`src/hw/isp_port_map.svh`:
```
// Offsets, field positions, reset values and timing counts for the ISP test port.
`ifndef ISP_PORT_MAP_SVH
`define ISP_PORT_MAP_SVH
`define ADDR_TEST_ENABLE   12'h0c4
`define ADDR_EXT_CTRL      12'h000
`define ADDR_ISP_STATUS    12'h004
`define ADDR_SECTOR_PROT   12'h008
`define ADDR_SECURITY      12'h00c
`define BIT_TEST_ENABLE    0
`define BIT_EXT_ERR_OD     0
`define BIT_EXT_STAT_OD    1
`define RST_SECTOR_PROT    16'h0000
`define RST_SECURITY       1'b0
`define OP_TIME_NS         4000
`define CLK_PERIOD_NS      40
`define OP_CYCLES          ((`OP_TIME_NS + `CLK_PERIOD_NS - 1) / `CLK_PERIOD_NS)
`define IR_LEN             4
`define INS_ENABLE         4'h1
`define INS_DISABLE        4'h2
`define INS_PROGRAM        4'h3
`define INS_SECTOR_ERASE   4'h4
`define INS_CHIP_ERASE     4'h5
`define INS_VERIFY         4'h6
`define INS_CLEAR_ERR      4'h7
`define INS_EXT_OD         4'h8
`define INS_BYPASS         4'hf
`endif

```
`src/hw/isp_port_pkg.sv`:
```
// Types shared by the ISP test port.
package isp_port_pkg;
  typedef enum logic [3:0] {
    TAP_RESET = 4'h0, TAP_IDLE = 4'h1, TAP_SEL_DR = 4'h2, TAP_CAP_DR = 4'h3,
    TAP_SH_DR = 4'h4, TAP_EX1_DR = 4'h5, TAP_PA_DR = 4'h6, TAP_EX2_DR = 4'h7,
    TAP_UP_DR = 4'h8, TAP_SEL_IR = 4'h9, TAP_CAP_IR = 4'ha, TAP_SH_IR = 4'hb,
    TAP_EX1_IR = 4'hc, TAP_PA_IR = 4'hd, TAP_EX2_IR = 4'he, TAP_UP_IR = 4'hf
  } tap_state_e;
  typedef struct packed {
    logic       out;
    logic       oe;
  } pin_drive_s;
  typedef struct packed {
    logic       busy;
    logic       error;
    logic       secured;
    logic       isp_on;
  } isp_state_s;
endpackage : isp_port_pkg

```
`src/hw/isp_test_port.sv`:
```
// ISP test port: command decoding, extension pins, security and sector protection.
`timescale 1ns/100ps
`include "isp_port_map.svh"
module isp_test_port (
  input  wire logic        pclk,
  input  wire logic        presetn,
  input  wire logic        psel,
  input  wire logic        penable,
  input  wire logic        pwrite,
  input  wire logic [11:0] paddr,
  input  wire logic [31:0] pwdata,
  output logic      [31:0] prdata,
  output logic             pready,
  output logic             pslverr,
  input  wire logic        nvm_test_dedicate,
  input  wire logic        test_pin_select_term,
  input  wire logic        chip_reset_n,
  input  wire logic        tck,
  input  wire logic        tms,
  input  wire logic        tdi,
  output logic             tdo,
  output logic             tdo_oe,
  input  wire logic        flash_fail,
  input  wire logic        boot_write,
  output logic             test_pins_on,
  output logic             readout_allowed,
  output logic             isp_error_pin,
  output logic             isp_error_pin_oe,
  output logic             isp_status_pin,
  output logic             isp_status_pin_oe,
  output logic             ext_pins_active
);

  // Pin inputs pass two flip-flops; stage one feeds only stage two.
  logic [4:0] sync_a;
  logic [4:0] sync_b;
  always_ff @(posedge pclk or negedge presetn) begin
    if (!presetn) begin
      sync_a <= 5'h10;
      sync_b <= 5'h10;
    end else begin
      sync_a <= {chip_reset_n, test_pin_select_term, tck, tms, tdi};
      sync_b <= sync_a;
    end
  end
  logic s_tdi, s_tms, s_tck, s_term, s_rst_n;
  assign {s_rst_n, s_term, s_tck, s_tms, s_tdi} = sync_b;

  logic tck_d;
  always_ff @(posedge pclk or negedge presetn) begin
    if (!presetn) begin
      tck_d <= 1'b0;
    end else begin
      tck_d <= s_tck;
    end
  end
  logic tck_rise, tck_fall;
  assign tck_rise = s_tck & ~tck_d;
  assign tck_fall = ~s_tck & tck_d;

  // APB register state.
  logic        test_enable, next_test_enable;
  logic [1:0]  ext_od_sw, next_ext_od_sw;
  logic [15:0] sector_prot, next_sector_prot;
  logic        secured, next_secured;

  logic hold_reset;
  // The strap dedicates the pins; only then is the chip reset ignored.
  assign hold_reset   = ~s_rst_n & ~nvm_test_dedicate;
  assign test_pins_on = nvm_test_dedicate | test_enable | s_term;

  logic wr_acc, rd_acc, hit;
  assign wr_acc  = psel & penable & pwrite;
  assign rd_acc  = psel & penable & ~pwrite;
  assign pready  = 1'b1;
  assign hit     = (paddr == `ADDR_TEST_ENABLE) || (paddr == `ADDR_EXT_CTRL) ||
                   (paddr == `ADDR_ISP_STATUS) || (paddr == `ADDR_SECTOR_PROT) ||
                   (paddr == `ADDR_SECURITY);
  assign pslverr = psel & penable & ~hit;

  // TAP and ISP engine state.
  isp_port_pkg::tap_state_e tap, next_tap;
  logic [`IR_LEN-1:0] ir_sh, next_ir_sh, ir, next_ir;
  logic [15:0]        dr_sh, next_dr_sh;
  logic               isp_on, next_isp_on;
  logic               disabled_seen, next_disabled_seen;
  logic               err, next_err;
  logic               busy, next_busy;
  logic               erasing_chip, next_erasing_chip;
  logic [7:0]         op_cnt, next_op_cnt;
  logic               od_jtag, next_od_jtag;
  logic               tdo_q, next_tdo_q;

  function automatic logic locked_out(input logic [`IR_LEN-1:0] code, input logic sec);
    locked_out = sec && (code == `INS_PROGRAM || code == `INS_SECTOR_ERASE ||
                         code == `INS_VERIFY);
  endfunction : locked_out

  always_comb begin
    next_tap           = tap;
    next_ir_sh         = ir_sh;
    next_ir            = ir;
    next_dr_sh         = dr_sh;
    next_isp_on        = isp_on;
    next_disabled_seen = disabled_seen;
    next_err           = err;
    next_busy          = busy;
    next_erasing_chip  = erasing_chip;
    next_op_cnt        = op_cnt;
    next_od_jtag       = od_jtag;
    next_tdo_q         = tdo_q;
    next_test_enable   = test_enable;
    next_ext_od_sw     = ext_od_sw;
    next_sector_prot   = sector_prot;
    next_secured       = secured;
    if (wr_acc) begin
      case (paddr)
        `ADDR_TEST_ENABLE: next_test_enable = pwdata[`BIT_TEST_ENABLE];
        `ADDR_EXT_CTRL:    next_ext_od_sw   = pwdata[1:0];
        `ADDR_SECTOR_PROT: next_sector_prot = pwdata[15:0];
        `ADDR_SECURITY:    next_secured     = secured | pwdata[0];
        default:           next_test_enable = test_enable;
      endcase
    end
    if (busy) begin
      if (op_cnt == 8'h00) begin
        next_busy = 1'b0;
        if (erasing_chip) begin
          next_secured      = wr_acc && (paddr == `ADDR_SECURITY) && pwdata[0];
          next_sector_prot  = `RST_SECTOR_PROT;
          next_erasing_chip = 1'b0;
        end
      end else begin
        next_op_cnt = op_cnt - 8'h01;
      end
      if (flash_fail) begin
        next_err = 1'b1;
      end
    end
    if (test_pins_on && tck_fall) begin
      next_tdo_q = (tap == isp_port_pkg::TAP_SH_IR) ? ir_sh[0] : dr_sh[0];
    end
    if (test_pins_on && tck_rise) begin
      case (tap)
        isp_port_pkg::TAP_RESET:  next_tap = s_tms ? isp_port_pkg::TAP_RESET
                                                   : isp_port_pkg::TAP_IDLE;
        isp_port_pkg::TAP_IDLE:   next_tap = s_tms ? isp_port_pkg::TAP_SEL_DR
                                                   : isp_port_pkg::TAP_IDLE;
        isp_port_pkg::TAP_SEL_DR: next_tap = s_tms ? isp_port_pkg::TAP_SEL_IR
                                                   : isp_port_pkg::TAP_CAP_DR;
        isp_port_pkg::TAP_CAP_DR: begin
          // Readout of a secured part captures zeros.
          next_dr_sh = secured ? 16'h0000 : {11'h000, busy, err, secured, isp_on, 1'b1};
          next_tap   = s_tms ? isp_port_pkg::TAP_EX1_DR : isp_port_pkg::TAP_SH_DR;
        end
        isp_port_pkg::TAP_SH_DR: begin
          next_dr_sh = {s_tdi, dr_sh[15:1]};
          next_tap   = s_tms ? isp_port_pkg::TAP_EX1_DR : isp_port_pkg::TAP_SH_DR;
        end
        isp_port_pkg::TAP_EX1_DR: next_tap = s_tms ? isp_port_pkg::TAP_UP_DR
                                                   : isp_port_pkg::TAP_PA_DR;
        isp_port_pkg::TAP_PA_DR:  next_tap = s_tms ? isp_port_pkg::TAP_EX2_DR
                                                   : isp_port_pkg::TAP_PA_DR;
        isp_port_pkg::TAP_EX2_DR: next_tap = s_tms ? isp_port_pkg::TAP_UP_DR
                                                   : isp_port_pkg::TAP_SH_DR;
        isp_port_pkg::TAP_UP_DR: begin
          next_tap = s_tms ? isp_port_pkg::TAP_SEL_DR : isp_port_pkg::TAP_IDLE;
          if (isp_on && !busy && !locked_out(ir, secured)) begin
            case (ir)
              `INS_PROGRAM: begin
                next_busy   = 1'b1;
                next_op_cnt = 8'(`OP_CYCLES);
              end
              `INS_SECTOR_ERASE: begin
                if (sector_prot[dr_sh[3:0]]) begin
                  next_err = 1'b1;
                end else begin
                  next_busy   = 1'b1;
                  next_op_cnt = 8'(`OP_CYCLES);
                end
              end
              `INS_CHIP_ERASE: begin
                next_busy         = 1'b1;
                next_erasing_chip = 1'b1;
                next_op_cnt       = 8'(`OP_CYCLES);
              end
              default: next_busy = busy;
            endcase
          end
        end
        isp_port_pkg::TAP_SEL_IR: next_tap = s_tms ? isp_port_pkg::TAP_RESET
                                                   : isp_port_pkg::TAP_CAP_IR;
        isp_port_pkg::TAP_CAP_IR: begin
          next_ir_sh = `IR_LEN'(1);
          next_tap   = s_tms ? isp_port_pkg::TAP_EX1_IR : isp_port_pkg::TAP_SH_IR;
        end
        isp_port_pkg::TAP_SH_IR: begin
          next_ir_sh = {s_tdi, ir_sh[`IR_LEN-1:1]};
          next_tap   = s_tms ? isp_port_pkg::TAP_EX1_IR : isp_port_pkg::TAP_SH_IR;
        end
        isp_port_pkg::TAP_EX1_IR: next_tap = s_tms ? isp_port_pkg::TAP_UP_IR
                                                   : isp_port_pkg::TAP_PA_IR;
        isp_port_pkg::TAP_PA_IR:  next_tap = s_tms ? isp_port_pkg::TAP_EX2_IR
                                                   : isp_port_pkg::TAP_PA_IR;
        isp_port_pkg::TAP_EX2_IR: next_tap = s_tms ? isp_port_pkg::TAP_UP_IR
                                                   : isp_port_pkg::TAP_SH_IR;
        isp_port_pkg::TAP_UP_IR: begin
          next_tap = s_tms ? isp_port_pkg::TAP_SEL_DR : isp_port_pkg::TAP_IDLE;
          next_ir  = ir_sh;
          case (ir_sh)
            `INS_ENABLE: begin
              next_isp_on        = 1'b1;
              next_disabled_seen = 1'b0;
            end
            `INS_DISABLE: begin
              next_isp_on        = 1'b0;
              next_disabled_seen = 1'b1;
            end
            `INS_CLEAR_ERR: next_err = 1'b0;
            `INS_EXT_OD:    next_od_jtag = isp_on & ~secured;
            default:        next_ir = ir_sh;
          endcase
        end
        default: next_tap = isp_port_pkg::TAP_RESET;
      endcase
    end
    if (busy && flash_fail) begin
      next_err = 1'b1;
    end
    if (!test_pins_on || tap == isp_port_pkg::TAP_RESET && s_tms && tck_rise) begin
      next_tap = isp_port_pkg::TAP_RESET;
    end
    if (hold_reset) begin
      next_tap         = isp_port_pkg::TAP_RESET;
      next_isp_on      = 1'b0;
      next_test_enable = 1'b0;
      if (disabled_seen && !(busy && flash_fail)) begin
        next_err = 1'b0;
      end
    end
  end

  always_ff @(posedge pclk or negedge presetn) begin
    if (!presetn) begin
      tap           <= isp_port_pkg::TAP_RESET;
      ir_sh         <= `IR_LEN'(0);
      ir            <= `INS_BYPASS;
      dr_sh         <= 16'h0000;
      isp_on        <= 1'b0;
      disabled_seen <= 1'b0;
      err           <= 1'b0;
      busy          <= 1'b0;
      erasing_chip  <= 1'b0;
      op_cnt        <= 8'h00;
      od_jtag       <= 1'b0;
      tdo_q         <= 1'b0;
      test_enable   <= 1'b0;
      ext_od_sw     <= 2'h0;
      sector_prot   <= `RST_SECTOR_PROT;
      secured       <= `RST_SECURITY;
    end else begin
      tap           <= next_tap;
      ir_sh         <= next_ir_sh;
      ir            <= next_ir;
      dr_sh         <= next_dr_sh;
      isp_on        <= next_isp_on;
      disabled_seen <= next_disabled_seen;
      err           <= next_err;
      busy          <= next_busy;
      erasing_chip  <= next_erasing_chip;
      op_cnt        <= next_op_cnt;
      od_jtag       <= next_od_jtag;
      tdo_q         <= next_tdo_q;
      test_enable   <= next_test_enable;
      ext_od_sw     <= next_ext_od_sw;
      sector_prot   <= next_sector_prot;
      secured       <= next_secured;
    end
  end

  // Pin drive; open-drain mode drives only the low level.
  logic od_err, od_stat;
  isp_port_pkg::pin_drive_s err_drv, stat_drv;
  assign od_err  = od_jtag | ext_od_sw[`BIT_EXT_ERR_OD];
  assign od_stat = od_jtag | ext_od_sw[`BIT_EXT_STAT_OD];
  assign ext_pins_active = isp_on & test_pins_on;
  assign err_drv.out  = ~err;
  assign err_drv.oe   = ext_pins_active & (od_err ? err : 1'b1);
  assign stat_drv.out = ~(busy | boot_write);
  assign stat_drv.oe  = ext_pins_active & (od_stat ? stat_drv.out == 1'b0 : 1'b1);
  assign isp_error_pin     = err_drv.out;
  assign isp_error_pin_oe  = err_drv.oe;
  assign isp_status_pin    = stat_drv.out;
  assign isp_status_pin_oe = stat_drv.oe;
  assign tdo             = tdo_q;
  assign tdo_oe          = ext_pins_active;
  assign readout_allowed = ~secured;

  always_comb begin
    prdata = 32'h00000000;
    if (rd_acc) begin
      case (paddr)
        `ADDR_TEST_ENABLE: prdata = {31'h0, test_enable};
        `ADDR_EXT_CTRL:    prdata = {30'h0, ext_od_sw};
        `ADDR_ISP_STATUS:  prdata = {28'h0, busy, err, secured, isp_on};
        `ADDR_SECTOR_PROT: prdata = {16'h0, sector_prot};
        `ADDR_SECURITY:    prdata = {31'h0, secured};
        default:           prdata = 32'h00000000;
      endcase
    end
  end

endmodule : isp_test_port

```
`config.mk`:
```
export PLATFORM = sky130hd
export DESIGN_NAME = isp_test_port
export DESIGN_NICKNAME = d
export VERILOG_FILES = /design/src/hw/isp_port_pkg.sv /design/src/hw/isp_test_port.sv
export VERILOG_INCLUDE_DIRS = /design/src /design/src/hw
export SDC_FILE = /design/constraint.sdc
export NUM_CORES = 1
export LEC_CHECK = 0
export BUFFER_PORTS_ARGS = -buffer_cell sky130_fd_sc_hd__clkbuf_2
export CORE_ASPECT_RATIO = 0.9
export CORE_MARGIN = 4
export CORE_UTILIZATION = 30
export CTS_CLUSTER_DIAMETER = 60
export CTS_CLUSTER_SIZE = 12
export DETAILED_ROUTE_END_ITERATION = 8
export REMOVE_ABC_BUFFERS = 1
export SLEW_MARGIN = 0
export SYNTH_ARGS = -nofsm -noshare
export SYNTH_HDL_FRONTEND = slang
export SYNTH_SLANG_ARGS = --single-unit
```
`constraint.sdc`:
```
create_clock -name pclk -period 4.45 [get_ports pclk]
set_clock_uncertainty 0.05 [all_clocks]
set_input_delay 0 -clock pclk [delete_from_list [all_inputs] [get_ports pclk]]
set_output_delay 0 -clock pclk [all_outputs]
set_load 0.03 [all_outputs]
```
* After elaboration in Yosys (flattened, before gate mapping)
Index checks and enable logic that the tools add are counted.
Storage, ports and cells: register bits after elaboration 74, bits in latches 0, memory bits (writable) 0, memory bits (read-only) 0, bits of input ports 57, output and inout bits 43, memories kept 0
Cells by class: add/sub/neg operators 1, multipliers 0, div/mod/pow operators 0, magnitude comparators 1, equality and inequality tests 28, shifts and indexed selects 0, muxes and demuxes 75, bitwise operators 26, reductions and logical operators 46
Operators by type and width (count):
- 16-bit 2-to-1 mux | 6
- 16-bit case mux with 5 select lines | 1
- 8-bit 2-to-1 mux | 6
- 4-bit case mux with 12 select lines | 1
- 1-bit 2-to-1 mux | 40
- 4-bit == test, second input constant | 9
- 4-bit by 3-bit == test with 1-bit output, second input constant | 8
- 16-bit case mux with 2 select lines | 1
- 4-bit 2-to-1 mux | 7
- 12-bit by 4-bit == test with 1-bit output, second input constant | 2
- 4-bit by 2-bit == test with 1-bit output, second input constant | 4
- 8-bit case mux with 2 select lines | 1
- 2-bit nonzero test | 7
- 12-bit by 3-bit == test with 1-bit output, second input constant | 1
- 12-bit by 8-bit == test with 1-bit output, second input constant | 1
- 12-bit logical NOT | 1
- 1-bit bitwise AND | 11
- 1-bit logical AND | 11
- 2-bit AND reduction | 5
- 1-bit NOT | 9
- 3-bit AND reduction | 3
- 4-bit by 1-bit == test with 1-bit output, second input constant | 2
- 8-bit logical NOT | 1
- 1-bit case mux with 2 select lines | 4
- other kinds (15) | 35

* Depth between registers and ports, before layout
Gate-level depths: netlist of the first run.
depth after elaboration 12, depth in mapped cells 8, gate-level depth less buffers 7

* Least setup slack after synthesis of the first run
Ideal clock, no wire load.
path type register -> register, start point register op_cnt[0], end point register sector_prot[10], library setup time 0.124 ns, arrival time 1.839 ns, required time 4.276 ns, slack 2.438 ns, cell stages (with the launch flop) 9, cell sequence dfrtp_1 -> inv_1 -> ha_1 -> nand2_1 -> or2_2 -> clkbuf_1 -> nor4_2 -> buf_2 -> a21oi_1
On the way: longest elaborated chain between the ends 3
Ends and longest elaborated chain:
- start, declared | line isp_test_port.sv:90 | logic [7:0] op_cnt, next_op_cnt;
- start signal, assigned | line isp_test_port.sv:271 | op_cnt <= next_op_cnt;
- 8-bit logical NOT | line isp_test_port.sv:126 | if (op_cnt == 8'h00) begin
- 16-bit 2-to-1 mux | line isp_test_port.sv:126
- 16-bit 2-to-1 mux | line isp_test_port.sv:125 | if (busy) begin
- named net next_sector_prot[10] | line isp_test_port.sv:64 | logic [15:0] sector_prot, next_sector_prot;
- end signal, assigned | line isp_test_port.sv:259 | sector_prot <= `RST_SECTOR_PROT;
- end signal, assigned | line isp_test_port.sv:276 | sector_prot <= next_sector_prot;
- end, declared | line isp_test_port.sv:64
The timed path passes the listed nets, and every way through them passes these cells. A chain may end at the register's enable or synchronous reset.

* Final worst setup path of the first run
start point register tap[0], end point register od_jtag
On the way: longest elaborated chain between the ends 2
Ends and longest elaborated chain:
- start, declared | line isp_test_port.sv:82 | isp_port_pkg::tap_state_e tap, next_tap;
- start signal, assigned | line isp_test_port.sv:245 | tap <= isp_port_pkg::TAP_RESET;
- start signal, assigned | line isp_test_port.sv:262 | tap <= next_tap;
- 4-bit == test | line isp_test_port.sv:144 | case (tap)
- 3-bit AND reduction (no line)
- end signal, assigned | line isp_test_port.sv:272 | od_jtag <= next_od_jtag;
- end, declared | line isp_test_port.sv:91 | logic od_jtag, next_od_jtag;
No other way between the ends.

==> results.json, run 1 <==
{
  "status": "complete, no violations",
  "die_h_um": 116,
  "synth_largest_area_cell": "dfrtp_1",
  "area_growth_pct": 25.8,
  "yosysWarnings": 0,
  "start_util_pct": 30.7,
  "grt_max_degree": 75,
  "comb_power_share_pct": 6.5,
  "maxSlewViolCount": 0,
  "synth.area.top_cells": "dfrtp_1 43%, nand2_1 5.4%, a21oi_1 4.2%",
  "ir_drop_v": 0.000219,
  "worst_ep_required_time_ps": 4620,
  "p_sw_mw": 0.354,
  "finalCritPeriodShare_pct": 56.3,
  "vias": 3248,
  "max_freq_ghz": 0.399,
  "drive_gt1_share_pct": 22.1,
  "cts.path.max_buffers": 2,
  "cts_made_buffers": 9,
  "r2r_cells": 4,
  "routed-wl-met2_um": 4100,
  "grt_use_total_pct": 13.0,
  "clk_latency_ps": 340,
  "core_area_sq_mm": 0.0127,
  "gp_congestion": 0.877,
  "power.share.clock_pct": 52.3,
  "worst_ep_arrival_time_ps": 2670,
  "wl_met3_um": 723,
  "setup_tns_ps": 0,
  "hold_class": "in -> reg",
  "ys_seq_elements": 74,
  "synth_area_sq_mm": 0.00391,
  "ant_nets": 0,
  "end_kind": "register",
  "fin_crit_ps": 2510,
  "setup_violations": 0,
  "drc_errors": 0,
  "synth_top_cell_area_share_pct": 43.5,
  "final-hold-violation-count": 0,
  "wl_per_cell_um": 14.3,
  "grt_pass1_vias": 3029,
  "hold_path_depth": 5,
  "overflow": 0,
  "cts_tree": "built",
  "die_w_um": 128,
  "synth-main-ff-cell": "dfrtp_1",
  "p_leak_nw": 2.18,
  "synth_edf_count": 0,
  "max_slew_margin_pct": 32.5,
  "routed_wl_um": 9440,
  "dieArea_sq_mm": 0.0149,
  "internal-power_mw": 1.33,
  "layout.nets": 551,
  "io_pins": 100,
  "dr.pass1.iters": 4,
  "fillers": 1247,
  "avgViaCountPerCell": 4.91,
  "path_class": "reg -> reg",
  "clk_pin_slew_ps": 60,
  "async_flop_share_pct": 100,
  "synth_seq_area_share_pct": 47.5,
  "met1_length_um": 4490,
  "tightest_slew_ps": 1010,
  "hpwl_um": 6830,
  "drv_cap": 0,
  "rows": 39,
  "critPathMaxFanout": 16,
  "power_density_mw_per_mm2": 342,
  "p_seq_share_pct": 41.2,
  "cts_sinks": 74,
  "grt_pass1_wl_um": 15300,
  "syn_area_per_cell_sq_um": 9.50,
  "switching_share_pct": 21.0,
  "h-tree-depth": 3,
  "top_layer_used": "met4",
  "first_iter_violations": 212,
  "cts_setup_buffers": 0,
  "grt_setup_unrepaired": "no",
  "startpoint_type": "register",
  "synth_cell_types": 64,
  "final_util_pct": 38.6,
  "antenna_found_initial": 0,
  "syn_inst": 412,
  "io_buffers": 66,
  "antenna_cells": 0,
  "clock-root-buffer": "clkbuf_16"
}
## final cells by class
cell class / instances / area (sq um) / area share, %
flip-flops and latches: 74 / 1860 / 37.8
multi-input cells: 300 / 1830 / 37.2
repair buffers: 94 / 606 / 12.3
clock buffers: 9 / 225 / 4.58
well taps: 164 / 205 / 4.17
clock inverters: 7 / 141 / 2.87
inverters: 14 / 52.6 / 1.07
## through the flow
step           total power, mW  worst slack [ps]  cell area (sq um)  std cells  hold WS, ps
3_5_place_dp             0.796              1980               4300        620         44.2
4_1_cts                   1.70              1970               4920        662         36.9
3_3_place_gp             0.794              2010               4300        620         37.9
5_1_grt                   1.75              1790               4920        662         57.7
6_report                  1.68              1940               4920        662         51.2
2_1_floorplan            0.749              2250               3740        388         -346
## worst max-delay path: stages, from the launching register on
cell and delay, ps:
dfrtp_1 640, nand3_1 220, or4b_1 760, nor4b_1 340, mux2_2 380
## sequential cells by signal, indices dropped and copies added (netlist names)
register,cells
disabled_seen,1
dr_sh,16
ir_sh,4
ir,4
test_enable,1
op_cnt,8
sync_a,5
tdo,1
erasing_chip,1
sync_b,5
tap,4
secured,1
isp_on,1
err,1
sector_prot,16
od_jtag,1
tck_d,1
ext_od_sw,2
busy,1
## placed cells by master, fill, tap and decap left out, drive strengths merged, types with 5 or more instances in the layout
cell type    synthesis  layout
inv                 14      14
nor3                10      10
dfrtp               68      68
and2                16      16
nand3                8       8
nand2               56      56
mux2                 8       8
clkbuf              17      74
dfstp                6       6
nor2b               10      10
nand2b               6       6
a22o                14      14
dlygate4sd3          0      26
mux2i                5       5
o21ai               22      22
a21oi               33      33
conb                 2      17
nor4                 5       5
nor2                24      24
## final timing paths
| path | slack, ps | endpoint | startpoint |
|---|---|---|---|
| max | 1940 | od_jtag | tap[0] |
| min | 50 | test_enable | pwrite |
| max reg2reg | 1940 | od_jtag | tap[0] |
| min reg2reg | 300 | sync_b[3] | sync_a[3] |
| max in group asynchronous | 3360 | sector_prot[7] | presetn |
| min in group asynchronous | 370 | sync_a[1] | presetn |
## power groups by stage
| stage | sequential [mW] | clock [mW] | combinational [mW] |
|---|---|---|---|
| after CTS | 0.693 | 0.898 | 0.110 |
| after global routing | 0.694 | 0.934 | 0.122 |
| final | 0.693 | 0.880 | 0.109 |
| after detailed placement | 0.705 | 0 | 0.0915 |
| after global placement | 0.704 | 0 | 0.0899 |
| after floorplan | 0.704 | 0 | 0.0441 |
## synth_stat cells, types with 10 or more instances
cell and instances:
a22o_1 14, o21ai_0 22, nor2b_1 10, and2_1 16, nand2_1 56, clkbuf_1 17, inv_1 14, nor2_1 24
buf_4 18, a21oi_1 33, nor3_1 10, dfrtp_1 68
## cells by family after synthesis
logic type / synth area share (%)
buf+inv: 7.07
compound gates: 16.9
fa+ha+maj: 0.320
flops: 47.5
simple gates: 22.0
other cells: 0.192
xor+xnor: 1.12
mux: 4.92
## per-layer routing
metal | vias up | track usage [%]
li1 | 1590 | -
met1 | 1527 | 17.5
met2 | 116 | 20.0
met3 | 15 | 4.62
met4 | 0 | 3.47
met5 | - | 0
## timing repair
item,in CTS,in global routing
hold endpoints to repair,94,0
hold buffers,26,0
gates resized for setup,0,0
(Power assumes the default switching activity.)
==> run 2: changes to the inputs <==
- clock period: 4.45 -> 2 ns (I/O delays scaled with it)
==> results.json, run 2 (synthesis results as in run 1) <==
{
  "layout.nets": 577,
  "antenna_found_initial": 0,
  "clock-root-buffer": "clkbuf_16",
  "largestRegisters": "dr_sh x16, sector_prot x16, op_cnt x8",
  "power_density_mw_per_mm2": 640,
  "grt_pass1_wl_um": 15600,
  "ir_drop_v": 0.000462,
  "clk_pin_slew_ps": 60,
  "drive_gt1_share_pct": 26.7,
  "die_w_um": 128,
  "grt_pass1_vias": 3207,
  "maxSlewViolCount": 0,
  "routed-wl-met2_um": 4040,
  "crit_slowest_cell": "or4_4",
  "top_layer_used": "met4",
  "routed_wl_um": 9280,
  "hpwl_um": 6880,
  "clk_latency_ps": 330,
  "startpoint_type": "register",
  "whs_ps": 59.7,
  "finalCritPeriodShare_pct": 98.0,
  "antenna_cells": 0,
  "critPathBufInv": 0,
  "met1_length_um": 4440,
  "postLayoutCellArea_sq_mm": 0.00508,
  "overflow": 0,
  "io_pins": 100,
  "wl_met3_um": 723,
  "critPathMaxFanout": 5,
  "path_class": "reg -> reg",
  "wl_per_cell_um": 13.5,
  "core_area_sq_mm": 0.0127,
  "gp_congestion": 0.818,
  "worstPathCellList": "or4_4, or4b_4, a21oi_1, a311oi_2",
  "rows": 39,
  "vias": 3327,
  "avgViaCountPerCell": 4.84,
  "setup_tns_ps": 0,
  "grt_max_degree": 75,
  "crit_path_max_incr_delay_ps": 570,
  "fin_crit_ps": 1960,
  "cts_tree": "built",
  "io_buffers": 66,
  "first_iter_violations": 260,
  "h-tree-depth": 3,
  "mostFrequentLayoutCell": "dfrtp_1",
  "cts_sinks": 74,
  "ant_nets": 0,
  "power_mw": 3.25,
  "crit_family": "simple AND/OR/NAND/NOR gates",
  "setup_violations": 0,
  "place_area_sq_mm": 0.00450,
  "p_leak_nw": 2.28,
  "grt_use_total_pct": 13.0,
  "status": "complete, no violations",
  "end_kind": "register",
  "hold_class": "in -> reg",
  "cts.path.max_buffers": 2,
  "start_util_pct": 30.7,
  "drv_cap": 0,
  "worst_ep_required_time_ps": 2150,
  "drc_errors": 0,
  "final_cell_mix": "67 x dfrtp_1, 65 x clkbuf_2, 56 x nand2_1",
  "dr.pass1.iters": 4,
  "worst_ep_arrival_time_ps": 2110,
  "die_h_um": 116,
  "cts_made_buffers": 9,
  "max_freq_ghz": 0.510,
  "dieArea_sq_mm": 0.0149,
  "area_growth_pct": 29.7,
  "final-hold-violation-count": 0
}
[run 2: through the flow]
stage               worst slack, ps  util, %  std cells
CTS                            9.72     39.5        686
finish                         39.3     39.9        688
floorplan                      -197        -        388
global route                  -15.9     39.9        688
global placement               75.7     35.3        644
detailed placement             20.8     35.3        644
[run 2: final cells by class]
type | count | area [sq um]
inverter | 14 | 52.6
timing repair buffer | 120 | 830
clock inverter | 5 | 30.0
tap | 164 | 205
clock buffer | 11 | 243
multi-input combinational | 300 | 1860
fill | 1256 | 7660
sequential | 74 | 1860
[run 2: layer usage]
layer  track usage [%]  vias up
met5                 0        -
met4              3.18        0
met3              3.89        7
met2              20.4       98
met1              17.7     1585
li1                  -     1637
[run 2: tightest hold or removal path: stages]
cell and delay [ps]:
clkbuf_2 110, nand4_1 170, o22ai_1 110
[run 2: timing repair]
| item | 4_1_cts | 5_1_grt |
|---|---|---|
| endpoints found under the setup margin | 0 | 14 |
| hold buffers | 26 | 0 |
| gates resized for setup | 0 | 7 |
| hold endpoints to repair | 100 | 0 |
| buffers inserted | 0 | 2 |
[run 2: power by group]
| group | switching (mW) | internal (mW) |
|---|---|---|
| registers | 0.0133 | 1.52 |
| clock network | 0.588 | 0.866 |
| logic | 0.161 | 0.103 |
[run 2: worst paths after layout]
check	slack, ps	depth (start not counted)	end	from
setup / recovery	40	4	op_cnt[1]	op_cnt[4]
setup reg to reg	40	4	op_cnt[1]	op_cnt[4]
max in group asynchronous	1360	3	sync_a[4]	presetn
hold / removal	60	3	secured	pwrite
hold reg to reg	300	0	sync_b[0]	sync_a[0]
min in group asynchronous	140	3	sync_a[1]	presetn
